<file path="src/verilog/sog_pkg.sv">
// Constants and types shared by both ends of the science output gate link
package sog_pkg;
   // Packet field values
   localparam logic [2:0] SOG_VERSION = 3'h0;
   localparam logic [6:0] SOG_APID = 7'h47;
   localparam logic [3:0] SOG_CATEGORY = 4'hC;
   localparam logic [1:0] SOG_SEQ_FLAGS = 2'h3;
   localparam logic [2:0] SOG_SEQ_SOURCE = 3'h0;
   localparam logic [15:0] SOG_LENGTH = 16'h0007;
   localparam logic [2:0] SOG_SVC_VERSION = 3'h0;
   localparam logic [3:0] SOG_ACK = 4'h1;
   localparam logic [7:0] SOG_TYPE_SCI = 8'hC0;
   localparam logic [7:0] SOG_TYPE_TMRST = 8'hFF;
   localparam logic [7:0] SOG_SUB_ON = 8'h01;
   localparam logic [7:0] SOG_SUB_OFF = 8'h02;
   localparam logic [7:0] SOG_SUB_TMRST = 8'h01;
   localparam logic [7:0] SOG_PAD = 8'h00;
   localparam logic [6:0] SOG_PID_DEFAULT = 7'h47;
   // Packet sizes in bytes
   localparam int SOG_HDR_BYTES = 6;
   localparam logic [4:0] SOG_MAX_BYTES = 5'h12;
   localparam logic [15:0] SOG_LEN_EXTRA = 16'h0005;
   localparam logic [15:0] SOG_LEN_NODATA = 16'h0005;
   // Queue manager cadence: 10 Hz at 100 MHz
   localparam int SOG_CLK_HZ = 100000000;
   localparam int SOG_PURGE_HZ = 10;
   localparam int SOG_PURGE_CYCLES = SOG_CLK_HZ / SOG_PURGE_HZ;
   // Command kinds offered by the sender
   typedef enum logic [1:0] {
      SOG_CMD_ON = 2'h0,
      SOG_CMD_OFF = 2'h1,
      SOG_CMD_TMRST = 2'h2
   } sog_cmd_t;
endpackage

</file>
<file path="src/verilog/sog_link_if.sv">
// Byte stream carrying telecommand packets from the spacecraft to the instrument
`timescale 1ns/10ps
interface sog_link_if;
   logic [7:0] tc_byte;
   logic tc_valid;
   logic tc_last;
   modport sender (output tc_byte, output tc_valid, output tc_last);
   modport receiver (input tc_byte, input tc_valid, input tc_last);
endinterface

</file>
<file path="src/verilog/sog_device.sv">
// Instrument end: telecommand decoder, science output gate and queue purge
`timescale 1ns/10ps
// Operation
// RL1 - Sender uses category 12, identifier 71
// RL2 - Sequence count top bits zero
// RL3 - Low count starts zero, increments
// RL4 - Separate counter per identifier/category; code splits science and telemetry reset under identifier 71 category 12
// RL5 - Length equals data bytes plus five
// RL6 - Service version zero, checksum flag set
// RL7 - Acknowledgement field requests acceptance only
// RL8 - Service type selects science group
// RL9 - Subtype picks disable versus enable
// RL10 - Data word: nine pad, identifier
// RL11 - Disable stops science reports on link
// RL12 - Disabled: purge queued packets at 10 Hz
// RL13 - Generation continues except engineering mode
// RL14 - Enable request restores science transmission
// RL15 - Telemetry reset sent on corrupted stream
// RL16 - Telemetry reset clears outbound buffer
// RL17 - Bad checksum or header rejected
// RL18 - Primary header version, flags fixed
module sog_device (
   input wire logic i_sys_clk,
   input wire logic i_rst,
   input wire logic i_ce,
   sog_link_if.receiver link,
   input wire logic i_engineering_mode,
   input wire logic i_sci_ready,
   output logic o_sci_generate,
   output logic o_sci_link_enable,
   output logic o_sci_purge,
   output logic o_tm_buffer_clear,
   output logic o_cmd_accept,
   output logic o_cmd_reject,
   output logic [6:0] o_report_process_selector
);
   import sog_pkg::*;

   typedef enum logic [2:0] {
      SOG_ST_IDLE = 3'b001,
      SOG_ST_RECV = 3'b010,
      SOG_ST_DROP = 3'b100
   } sog_rx_state_t;

   sog_rx_state_t state_q;
   logic [7:0] buf_q [0:17];
   logic [4:0] count_q;
   logic [15:0] sum_q;
   logic sci_on_q;
   logic [31:0] purge_cnt_q;
   logic purge_tick;
   logic frame_end;
   logic hdr_ok;
   logic sum_ok;
   logic [15:0] len_field;
   logic [4:0] exp_bytes;
   logic is_on;
   logic is_off;
   logic is_tmrst;
   logic pid_match;

   // Running 16-bit sum of bytes paired high then low
   function automatic logic [15:0] sog_add_byte(input logic [15:0] s, input logic [7:0] b,
                                                input logic hi);
      logic [15:0] w;
      w = hi ? {b, 8'h00} : {8'h00, b};
      return 16'(s + w);
   endfunction

   // Science group request of one subtype with a zero-padded identifier word
   function automatic logic sog_sci_req(input logic [7:0] svc_type, input logic [7:0] svc_sub,
                                        input logic [15:0] len, input logic [15:0] data,
                                        input logic [7:0] want_sub);
      return svc_type == SOG_TYPE_SCI && svc_sub == want_sub && len == SOG_LENGTH
             && data[15:7] == 9'h000;
   endfunction

   // Packet capture and framing; an overlong packet is dropped up to its end byte
   always_ff @(posedge i_sys_clk) begin
      if (i_rst) begin
         state_q <= SOG_ST_IDLE;
         count_q <= 5'h00;
         sum_q <= 16'h0000;
      end else if (i_ce && link.tc_valid) begin
         case (state_q)
            SOG_ST_IDLE, SOG_ST_RECV: begin
               if (count_q >= SOG_MAX_BYTES) begin
                  state_q <= SOG_ST_DROP;
               end else begin
                  buf_q[count_q] <= link.tc_byte;
                  count_q <= 5'(count_q + 5'h01);
                  sum_q <= sog_add_byte(sum_q, link.tc_byte, ~count_q[0]);
                  state_q <= SOG_ST_RECV;
               end
            end
            SOG_ST_DROP: begin
               state_q <= SOG_ST_DROP;
            end
            default: begin
               state_q <= SOG_ST_IDLE;
            end
         endcase
         // End byte closes the packet whatever the state
         if (link.tc_last) begin
            state_q <= SOG_ST_IDLE;
            count_q <= 5'h00;
            sum_q <= 16'h0000;
         end
      end
   end

   // Header checks on the finished packet
   always_comb begin
      len_field = {buf_q[4], buf_q[5]};
      exp_bytes = 5'(len_field + 16'(SOG_HDR_BYTES) + 16'h0001);
      // RL18 header version flags
      hdr_ok = buf_q[0][7:5] == SOG_VERSION && buf_q[0][4] && buf_q[0][3]
               && buf_q[2][7:6] == SOG_SEQ_FLAGS;
      // RL1 identifier and category
      hdr_ok = hdr_ok && {buf_q[0][2:0], buf_q[1][7:4]} == SOG_APID
               && buf_q[1][3:0] == SOG_CATEGORY;
      // RL2 ground source bits
      hdr_ok = hdr_ok && buf_q[2][5:3] == SOG_SEQ_SOURCE;
      // RL6 RL7 secondary header
      hdr_ok = hdr_ok && buf_q[6][7:5] == SOG_SVC_VERSION && buf_q[6][4]
               && buf_q[6][3:0] == SOG_ACK && buf_q[9] == SOG_PAD;
      // RL5 length delimits packet
      hdr_ok = hdr_ok && len_field >= SOG_LEN_NODATA
               && 5'(count_q + 5'h01) == exp_bytes;
      // RL17 checksum over packet including trailer
      sum_ok = sog_add_byte(sum_q, link.tc_byte, ~count_q[0]) == 16'h0000;
      frame_end = i_ce && link.tc_valid && link.tc_last && state_q != SOG_ST_DROP
                  && count_q < SOG_MAX_BYTES;
      // RL8 RL9 RL10 command group, subtype and data word
      is_on = sog_sci_req(buf_q[7], buf_q[8], len_field, {buf_q[10], buf_q[11]}, SOG_SUB_ON);
      is_off = sog_sci_req(buf_q[7], buf_q[8], len_field, {buf_q[10], buf_q[11]}, SOG_SUB_OFF);
      // Only the default report stream moves the gate
      pid_match = buf_q[11][6:0] == SOG_PID_DEFAULT;
      is_tmrst = buf_q[7] == SOG_TYPE_TMRST && buf_q[8] == SOG_SUB_TMRST
                 && len_field == SOG_LEN_NODATA;
   end

   // Command execution and status pulses
   always_ff @(posedge i_sys_clk) begin
      if (i_rst) begin
         sci_on_q <= 1'b1;
         o_cmd_accept <= 1'b0;
         o_cmd_reject <= 1'b0;
         o_tm_buffer_clear <= 1'b0;
         o_report_process_selector <= SOG_PID_DEFAULT;
      end else if (i_ce) begin
         o_cmd_accept <= 1'b0;
         o_cmd_reject <= 1'b0;
         o_tm_buffer_clear <= 1'b0;
         if (link.tc_valid && link.tc_last && !frame_end) begin
            o_cmd_reject <= 1'b1;
         end else if (frame_end) begin
            if (hdr_ok && sum_ok && (is_on || is_off || is_tmrst)) begin
               o_cmd_accept <= 1'b1;
               // Selector follows the last accepted science request
               if (is_on || is_off) begin
                  o_report_process_selector <= buf_q[11][6:0];
               end
               // RL14 enable restores output
               if (is_on && pid_match) begin
                  sci_on_q <= 1'b1;
               end
               // RL11 disable stops output
               if (is_off && pid_match) begin
                  sci_on_q <= 1'b0;
               end
               // RL16 clear telemetry buffer
               o_tm_buffer_clear <= is_tmrst;
            end else begin
               // RL17 reject without action
               o_cmd_reject <= 1'b1;
            end
         end
      end
   end

   // RL12 queue manager pass timer
   always_ff @(posedge i_sys_clk) begin
      if (i_rst) begin
         purge_cnt_q <= 32'h00000000;
      end else if (i_ce) begin
         if (purge_tick) begin
            purge_cnt_q <= 32'h00000000;
         end else begin
            purge_cnt_q <= 32'(purge_cnt_q + 32'h00000001);
         end
      end
   end
   // Tick on the last count of each pass
   assign purge_tick = purge_cnt_q == 32'(SOG_PURGE_CYCLES - 1);

   // Gate outputs toward the link and generator
   always_ff @(posedge i_sys_clk) begin
      if (i_rst) begin
         o_sci_link_enable <= 1'b0;
         o_sci_purge <= 1'b0;
         o_sci_generate <= 1'b0;
      end else if (i_ce) begin
         o_sci_link_enable <= sci_on_q;
         // RL12 purge on pass when disabled
         o_sci_purge <= purge_tick && !sci_on_q;
         // RL13 generation independent of gate
         o_sci_generate <= i_sci_ready && !i_engineering_mode;
      end
   end
endmodule

</file>
<file path="src/flat_wrapper.sv">
// flat-port wrapper written by rule: the top's interface ports become plain ports
module sog_device_flat import sog_pkg::*;
  (i_sys_clk, i_rst, i_ce, i_engineering_mode, i_sci_ready, o_sci_generate, o_sci_link_enable, o_sci_purge, o_tm_buffer_clear, o_cmd_accept, o_cmd_reject, o_report_process_selector, link_tc_byte, link_tc_valid, link_tc_last);
  sog_link_if link_i ();
  input wire logic i_sys_clk;
  input wire logic i_rst;
  input wire logic i_ce;
  input wire logic i_engineering_mode;
  input wire logic i_sci_ready;
  output logic o_sci_generate;
  output logic o_sci_link_enable;
  output logic o_sci_purge;
  output logic o_tm_buffer_clear;
  output logic o_cmd_accept;
  output logic o_cmd_reject;
  output logic [6:0] o_report_process_selector;
  input wire logic [$bits(link_i.tc_byte)-1:0] link_tc_byte;
  input wire logic [$bits(link_i.tc_valid)-1:0] link_tc_valid;
  input wire logic [$bits(link_i.tc_last)-1:0] link_tc_last;
  assign link_i.tc_byte = link_tc_byte;
  assign link_i.tc_valid = link_tc_valid;
  assign link_i.tc_last = link_tc_last;
  sog_device u_core (.i_sys_clk(i_sys_clk), .i_rst(i_rst), .i_ce(i_ce), .link(link_i), .i_engineering_mode(i_engineering_mode), .i_sci_ready(i_sci_ready), .o_sci_generate(o_sci_generate), .o_sci_link_enable(o_sci_link_enable), .o_sci_purge(o_sci_purge), .o_tm_buffer_clear(o_tm_buffer_clear), .o_cmd_accept(o_cmd_accept), .o_cmd_reject(o_cmd_reject), .o_report_process_selector(o_report_process_selector));
endmodule
</file>
<file path="config.mk">
export PLATFORM = sky130hd
export DESIGN_NAME = sog_device_flat
export DESIGN_NICKNAME = d
export VERILOG_FILES = /design/src/verilog/sog_pkg.sv /design/src/verilog/sog_link_if.sv /design/src/verilog/sog_device.sv /design/src/flat_wrapper.sv
export SDC_FILE = /design/constraint.sdc
export NUM_CORES = 1
export LEC_CHECK = 0
export BUFFER_PORTS_ARGS = -buffer_cell sky130_fd_sc_hd__buf_2
export CAP_MARGIN = 20
export CORE_UTILIZATION = 35
export CTS_BUF_LIST = sky130_fd_sc_hd__clkbuf_4
export DETAILED_ROUTE_END_ITERATION = 8
export HOLD_SLACK_MARGIN = 0.03
export PLACE_DENSITY = 0.48
export SYNTH_ARGS = -nofsm -noshare
export SYNTH_HDL_FRONTEND = slang
export SYNTH_SLANG_ARGS = --single-unit
</file>
<file path="constraint.sdc">
create_clock -name i_sys_clk -period 4.55 [get_ports i_sys_clk]
set_clock_uncertainty 0.05 [all_clocks]
set_input_delay 0.455 -clock i_sys_clk [delete_from_list [all_inputs] [get_ports i_sys_clk]]
set_output_delay 0.455 -clock i_sys_clk [all_outputs]
set_load 0.01 [all_outputs]
</file>
# ---- Word level (Yosys, flattened, before mapping)
# Memory sizes are Yosys's and may differ from the RTL's.
# Cells that the tools add are included.
dict set report classes {
  add_sub_neg 5
  order_cmp 3
  eq_ne 18
  muxes 27
  n_bitwise 1
  reduce_logical 49
}
# op n
set ops {}
lappend ops {{2-to-1 mux 16 bit} 4}
lappend ops {{adder 32 x 1 -> 32 bit (second input constant)} 1}
lappend ops {{equality test 16 x 3 -> 1 bit (second input constant)} 2}
lappend ops {{equality test 32 x 24 -> 1 bit (second input constant)} 1}
lappend ops {{logical AND 1 bit} 32}
lappend ops {{2-to-1 mux 32 bit} 1}
lappend ops {{adder 16 bit} 1}
lappend ops {{equality test 8 bit (second input constant)} 2}
lappend ops {{>= comparator 16 x 3 -> 1 bit (second input constant)} 1}
lappend ops {{zero test 16 bit} 1}
lappend ops {{2-to-1 mux 1 bit} 16}
lappend ops {{2-to-1 mux 5 bit} 3}
lappend ops {{equality test 7 bit (second input constant)} 2}
lappend ops {{adder 5 x 1 -> 5 bit (second input constant)} 2}
lappend ops {{AND reduction 5 bit} 2}
lappend ops {{zero test 3 bit} 3}
lappend ops {{zero test 9 bit} 1}
lappend ops {{equality test 8 x 1 -> 1 bit (second input constant)} 1}
lappend ops {{equality test 8 x 2 -> 1 bit (second input constant)} 1}
lappend ops {{zero test 8 bit} 1}
lappend ops {{2-to-1 mux 3 bit} 2}
lappend ops {{one-hot mux 3 bit (2 select lines)} 1}
lappend ops {{adder 5 x 3 -> 5 bit (second input constant)} 1}
lappend ops {{equality test 5 bit} 1}
lappend ops {{16 further kinds} 20}
dict set report totals {
  regBits 70
  ram_bits 144
  in_bits 15
  mem_count 1
}
# name words word_bits rd rd_clocked_by_memory_dff wr line
set memory_table {}
lappend memory_table {u_core.buf_q 18 8 11 0 1 sog_device.sv:46} ;# logic [7:0] buf_q [0:17];

# ---- Logic depth before layout (Yosys ltp)
dict set report logic_depth {
  depth_word 18
  ltp_mapped 14
  ltp_nobuf 11
}

# ---- Worst setup path before layout
# OpenSTA, ideal clock, no wires.
dict set report synth_timing {
  path_type {flip-flop to flip-flop}
  start {reg u_core.count_q[0]}
  end {reg u_core.o_report_process_selector[0] (read register of u_core.buf_q)}
  arrival_time_ps 3765
  t_required_ps 4428
  slack_ps 663
  stages_incl_launch_ff 15
  period_less_slack_ps 3887
  cell_sequence {dfxtp_1 > clkbuf_1 > clkbuf_1 > and2_1 > ha_1 > fa_1 > nor4bb_1 > and4_1 > nand4_1 > or4_1 > or4_1 > and4b_1 > and2b_1 > buf_6 > mux2i_1}
}
dict set report synth_via {
  elab_chain_len 6
}
# element line
set synth_rtl {}
lappend synth_rtl {{start: declaration} sog_device.sv:47} ;# logic [4:0] count_q;
lappend synth_rtl {{start signal: assignment} sog_device.sv:91} ;# count_q <= 5'(count_q + 5'h01);
lappend synth_rtl {{2-to-1 mux 16 bit, or another cell as far along} sog_device.sv:66} ;# w = hi ? {b, 8'h00} : {8'h00, b};
lappend synth_rtl {{adder 16 bit, or another cell as far along} sog_device.sv:67} ;# return 16'(s + w);
lappend synth_rtl {{zero test 16 bit, or another cell as far along} sog_device.sv:131} ;# sum_ok = sog_add_byte(sum_q, link.tc_byte, ~count_q[0]) == 16'h0000;
lappend synth_rtl {{logical AND 1 bit (on tied branches)} {sog_device.sv:158, sog_device.sv:155}}
lappend synth_rtl {{logical AND 1 bit or NOT 1 bit (tied branches)} --}
lappend synth_rtl {{AND reduction 5 bit (no line) *} --}
lappend synth_rtl {{end: declaration} sog_device.sv:35} ;# output logic [6:0] o_report_process_selector
# Every way passes the cells marked *; elsewhere a longest branch is shown, timed or not.
# A chain may end at the register's enable or synchronous reset.

# ---- Worst setup path in the final report
dict set report layout_timing {
  start {reg u_core.count_q[0]}
  end {reg u_core.o_report_process_selector[1] (read register of u_core.buf_q)}
}
# Same word-level chain as after synthesis.

==> impl_metrics.toml <==
[detailed_routing]
wl_um = 16100
drc = 0
wire_per_inst_um = 16.9
vias = 4883
via_per_inst = 5.13
first_iter_violations = 308
first_pass_iters = 4
ant_nets = 0

[power]
p_leak_nw = 2.80
p_total_mw = 2.54
power_density_nw_per_um2 = 325
ir_worst_vdd_mv = 0.120

[logic_synthesis]
netlist_top_cells_count = "nor2_1 (91), edfxtp_1 (85), dfxtp_1 (70), nand2_1 (32), xor2_1 (30)"
synth.most_common_cell = "nor2_1"
synthTopCellsByArea = "edfxtp_1 (36%), dfxtp_1 (20%), nor2_1 (4.8%)"
synth_top_area_frac = 0.362
ys_warn_count = 0
synth_cell_types = 58
synth_largest_area_cell = "edfxtp_1"
synth_nets = 679
avgSynthCellArea_um2 = 11.0
async_reset_ff_frac = 0
ys_seq_area_frac = 0.560
synth_edf_count = 85
ys_seq_elements = 155
syn_area_um2 = 7060
synth_ff_type = "edfxtp_1"
syn_inst = 640

[cts]
clkTransAtPathRegs_ns = 0.13
post_cts_buffers = 0
clock_latency_ns = 0.54
max-clock-path-buffers = 2
cts-resized-gates = 0
cts_tree = "built"
h-tree-depth = 4
cts-root-buf = "clkbuf_4"
cts_made_buffers = 17
cts_sinks = 155
post_cts_hold_buffer_count = 0

[grt]
grt_usage = 0.165
met1_usage = 0.219
grt_pass1_wl_um = 25500
grt_pass1_vias = 4765
grt_start_max_net_pins = 49
grt_use_met2 = 0.269
grt.busiest_layer = "met2"
antenna_found_initial = 1
grt_overflow = 0
grt_use_met3 = 0.0368

[final_layout]
drive_above_1_share = 0.109
synthToLayoutAreaGrowth_pct = 10.8
nets = 712

[timing]
whs_ns = 0.110
timing.setup.tns_ns = 0
fin_crit_sh = 0.892
maxSlewHeadroom = 0.334
worstMarginPinSlew_ns = 0.996
setup_violations = 0
rsz0062_at_grt = "no"
min_period_ns = 4.06
finalMaxSlewViolations = 0
finalHoldViolCount = 0
fin_ws_ns = 0.491
fmax_mhz = 246

[placed_design]
gp_routability_congestion = 0.804
io_buffers = 27
dp_hpwl_um = 11000
pre_cts_slack_ns = 0.210

[setup_path]
critical_path_required_ns = 4.97
cp-start-kind = "flop"
crit_type = "reg -> reg"
reg2reg_slack_ns = 0.49
worstPathMaxFanout = 9
arrival_ns = 4.48
crit_path_end_kind = "flop"

[die]
die_x_um = 144
rows = 51
ios = 28
die_h_um = 144
dieArea_um2 = 20700
initial_utilization = 0.360
core_area_um2 = 19600

[flow_run]
cap_violations = 0

[worst_hold_path]
hp-class = "in -> reg"

[status]
status = "finished, final reports clean"
[metal layers]
layer,up-vias,share of wire
met3,6,0.032
met1,2391,0.49
met2,76,0.47
li1,2410,-
met5,-,0
met4,0,0.0051
[report_power, final]
group / switching (mW) / internal, mW / total [mW]
clock: 0.486 / 0.398 / 0.884
combinational: 0.103 / 0.0579 / 0.161
sequential: 0.00762 / 1.48 / 1.49
[layout make-up]
| type | instances | area [um2] |
|---|---|---|
| Clock buffer | 20 | 150 |
| Timing Repair Buffer | 38 | 218 |
| Antenna cell | 1 | 2.50 |
| Multi-Input combinational cell | 455 | 2990 |
| Clock inverter | 12 | 144 |
| Tap cell | 265 | 332 |
| Sequential cell | 155 | 3950 |
| Inverter | 6 | 22.5 |
| Fill cell | 1928 | 11800 |
[cells by family (layout without fill, tap and decap cells)]
| family | count (synthesis) | count (layout) | synth area share |
|---|---|---|---|
| DFF | 155 | 155 | 0.560 |
| adders and majority gates | 24 | 24 | 0.0436 |
| xor gates and xnor gates | 53 | 53 | 0.0677 |
| other | 0 | 1 | 0 |
| AOI/OAI and AO/OA | 87 | 87 | 0.0856 |
| and+or+nand+nor | 280 | 280 | 0.210 |
| muxes | 11 | 11 | 0.0156 |
| buffers and inverters | 30 | 76 | 0.0170 |
[placed cells by master (no fill, tap or decap), drive strengths merged, types with 4 or more instances in the layout]
master	count
dfxtp	70
a22oi	18
and4	4
nor4bb	4
ha	23
edfxtp	85
nand2	32
nor4	15
and2	20
o211ai	7
o21ai	7
nand3	25
nand2b	12
a21o	7
o21a	4
buf	38
inv	11
a21oi	20
and3	8
nand4	12
or4	4
nor2	91
nor4b	7
xnor2	22
clkbuf	20
a211oi	4
a31oi	4
mux2i	11
xor2	30
or3	4
nor2b	14
nor3	11
[through the flow]
step / cells / util / area, um2
5_1_grt: 952 / 0.399 / 7820
2_1_floorplan: 640 / - / 7060
6_report: 952 / 0.399 / 7820
4_1_cts: 951 / 0.399 / 7810
3_5_place_dp: 919 / 0.384 / 7520
3_3_place_gp: 919 / 0.384 / 7520
[flip-flops by register name (all words and copies together) (netlist names)]
| signal | count |
|---|---|
| u_core.o_sci_purge | 1 |
| u_core.o_sci_generate | 1 |
| u_core.count_q | 5 |
| u_core.o_tm_buffer_clear | 1 |
| u_core.state_q | 3 |
| u_core.o_sci_link_enable | 1 |
| u_core.o_report_process_selector | 7 |
| u_core.buf_q | 85 |
| u_core.o_cmd_reject | 1 |
| u_core.sum_q | 16 |
| u_core.o_cmd_accept | 1 |
| u_core.sci_on_q | 1 |
| u_core.purge_cnt_q | 32 |
[worst max-delay path, stage by stage, from the launching register on]
cell and delay (ns):
dfxtp_1 0.49, and2_1 0.17, ha_1 0.18, fa_1 0.44
nor4bb_1 0.28, and4_1 0.22, nand4_1 0.07, or4_1 0.50
or4_1 0.51, and4b_1 0.40, and2b_1 0.42, mux2i_1 0.25
[final timing paths]
kind,cells after the start,end,startpoint
max,11,u_core.o_report_process_selector[1]$_SDFFE_PP1P_,u_core.count_q[0]$_SDFFE_PP0P_
min,3,u_core.o_sci_generate$_SDFFE_PP0P_,i_engineering_mode
max reg2reg,11,u_core.o_report_process_selector[1]$_SDFFE_PP1P_,u_core.count_q[0]$_SDFFE_PP0P_
min reg2reg,2,u_core.o_sci_purge$_SDFFE_PP0P_,u_core.o_sci_purge$_SDFFE_PP0P_
No activity file was read; power rests on OpenSTA's default activity.
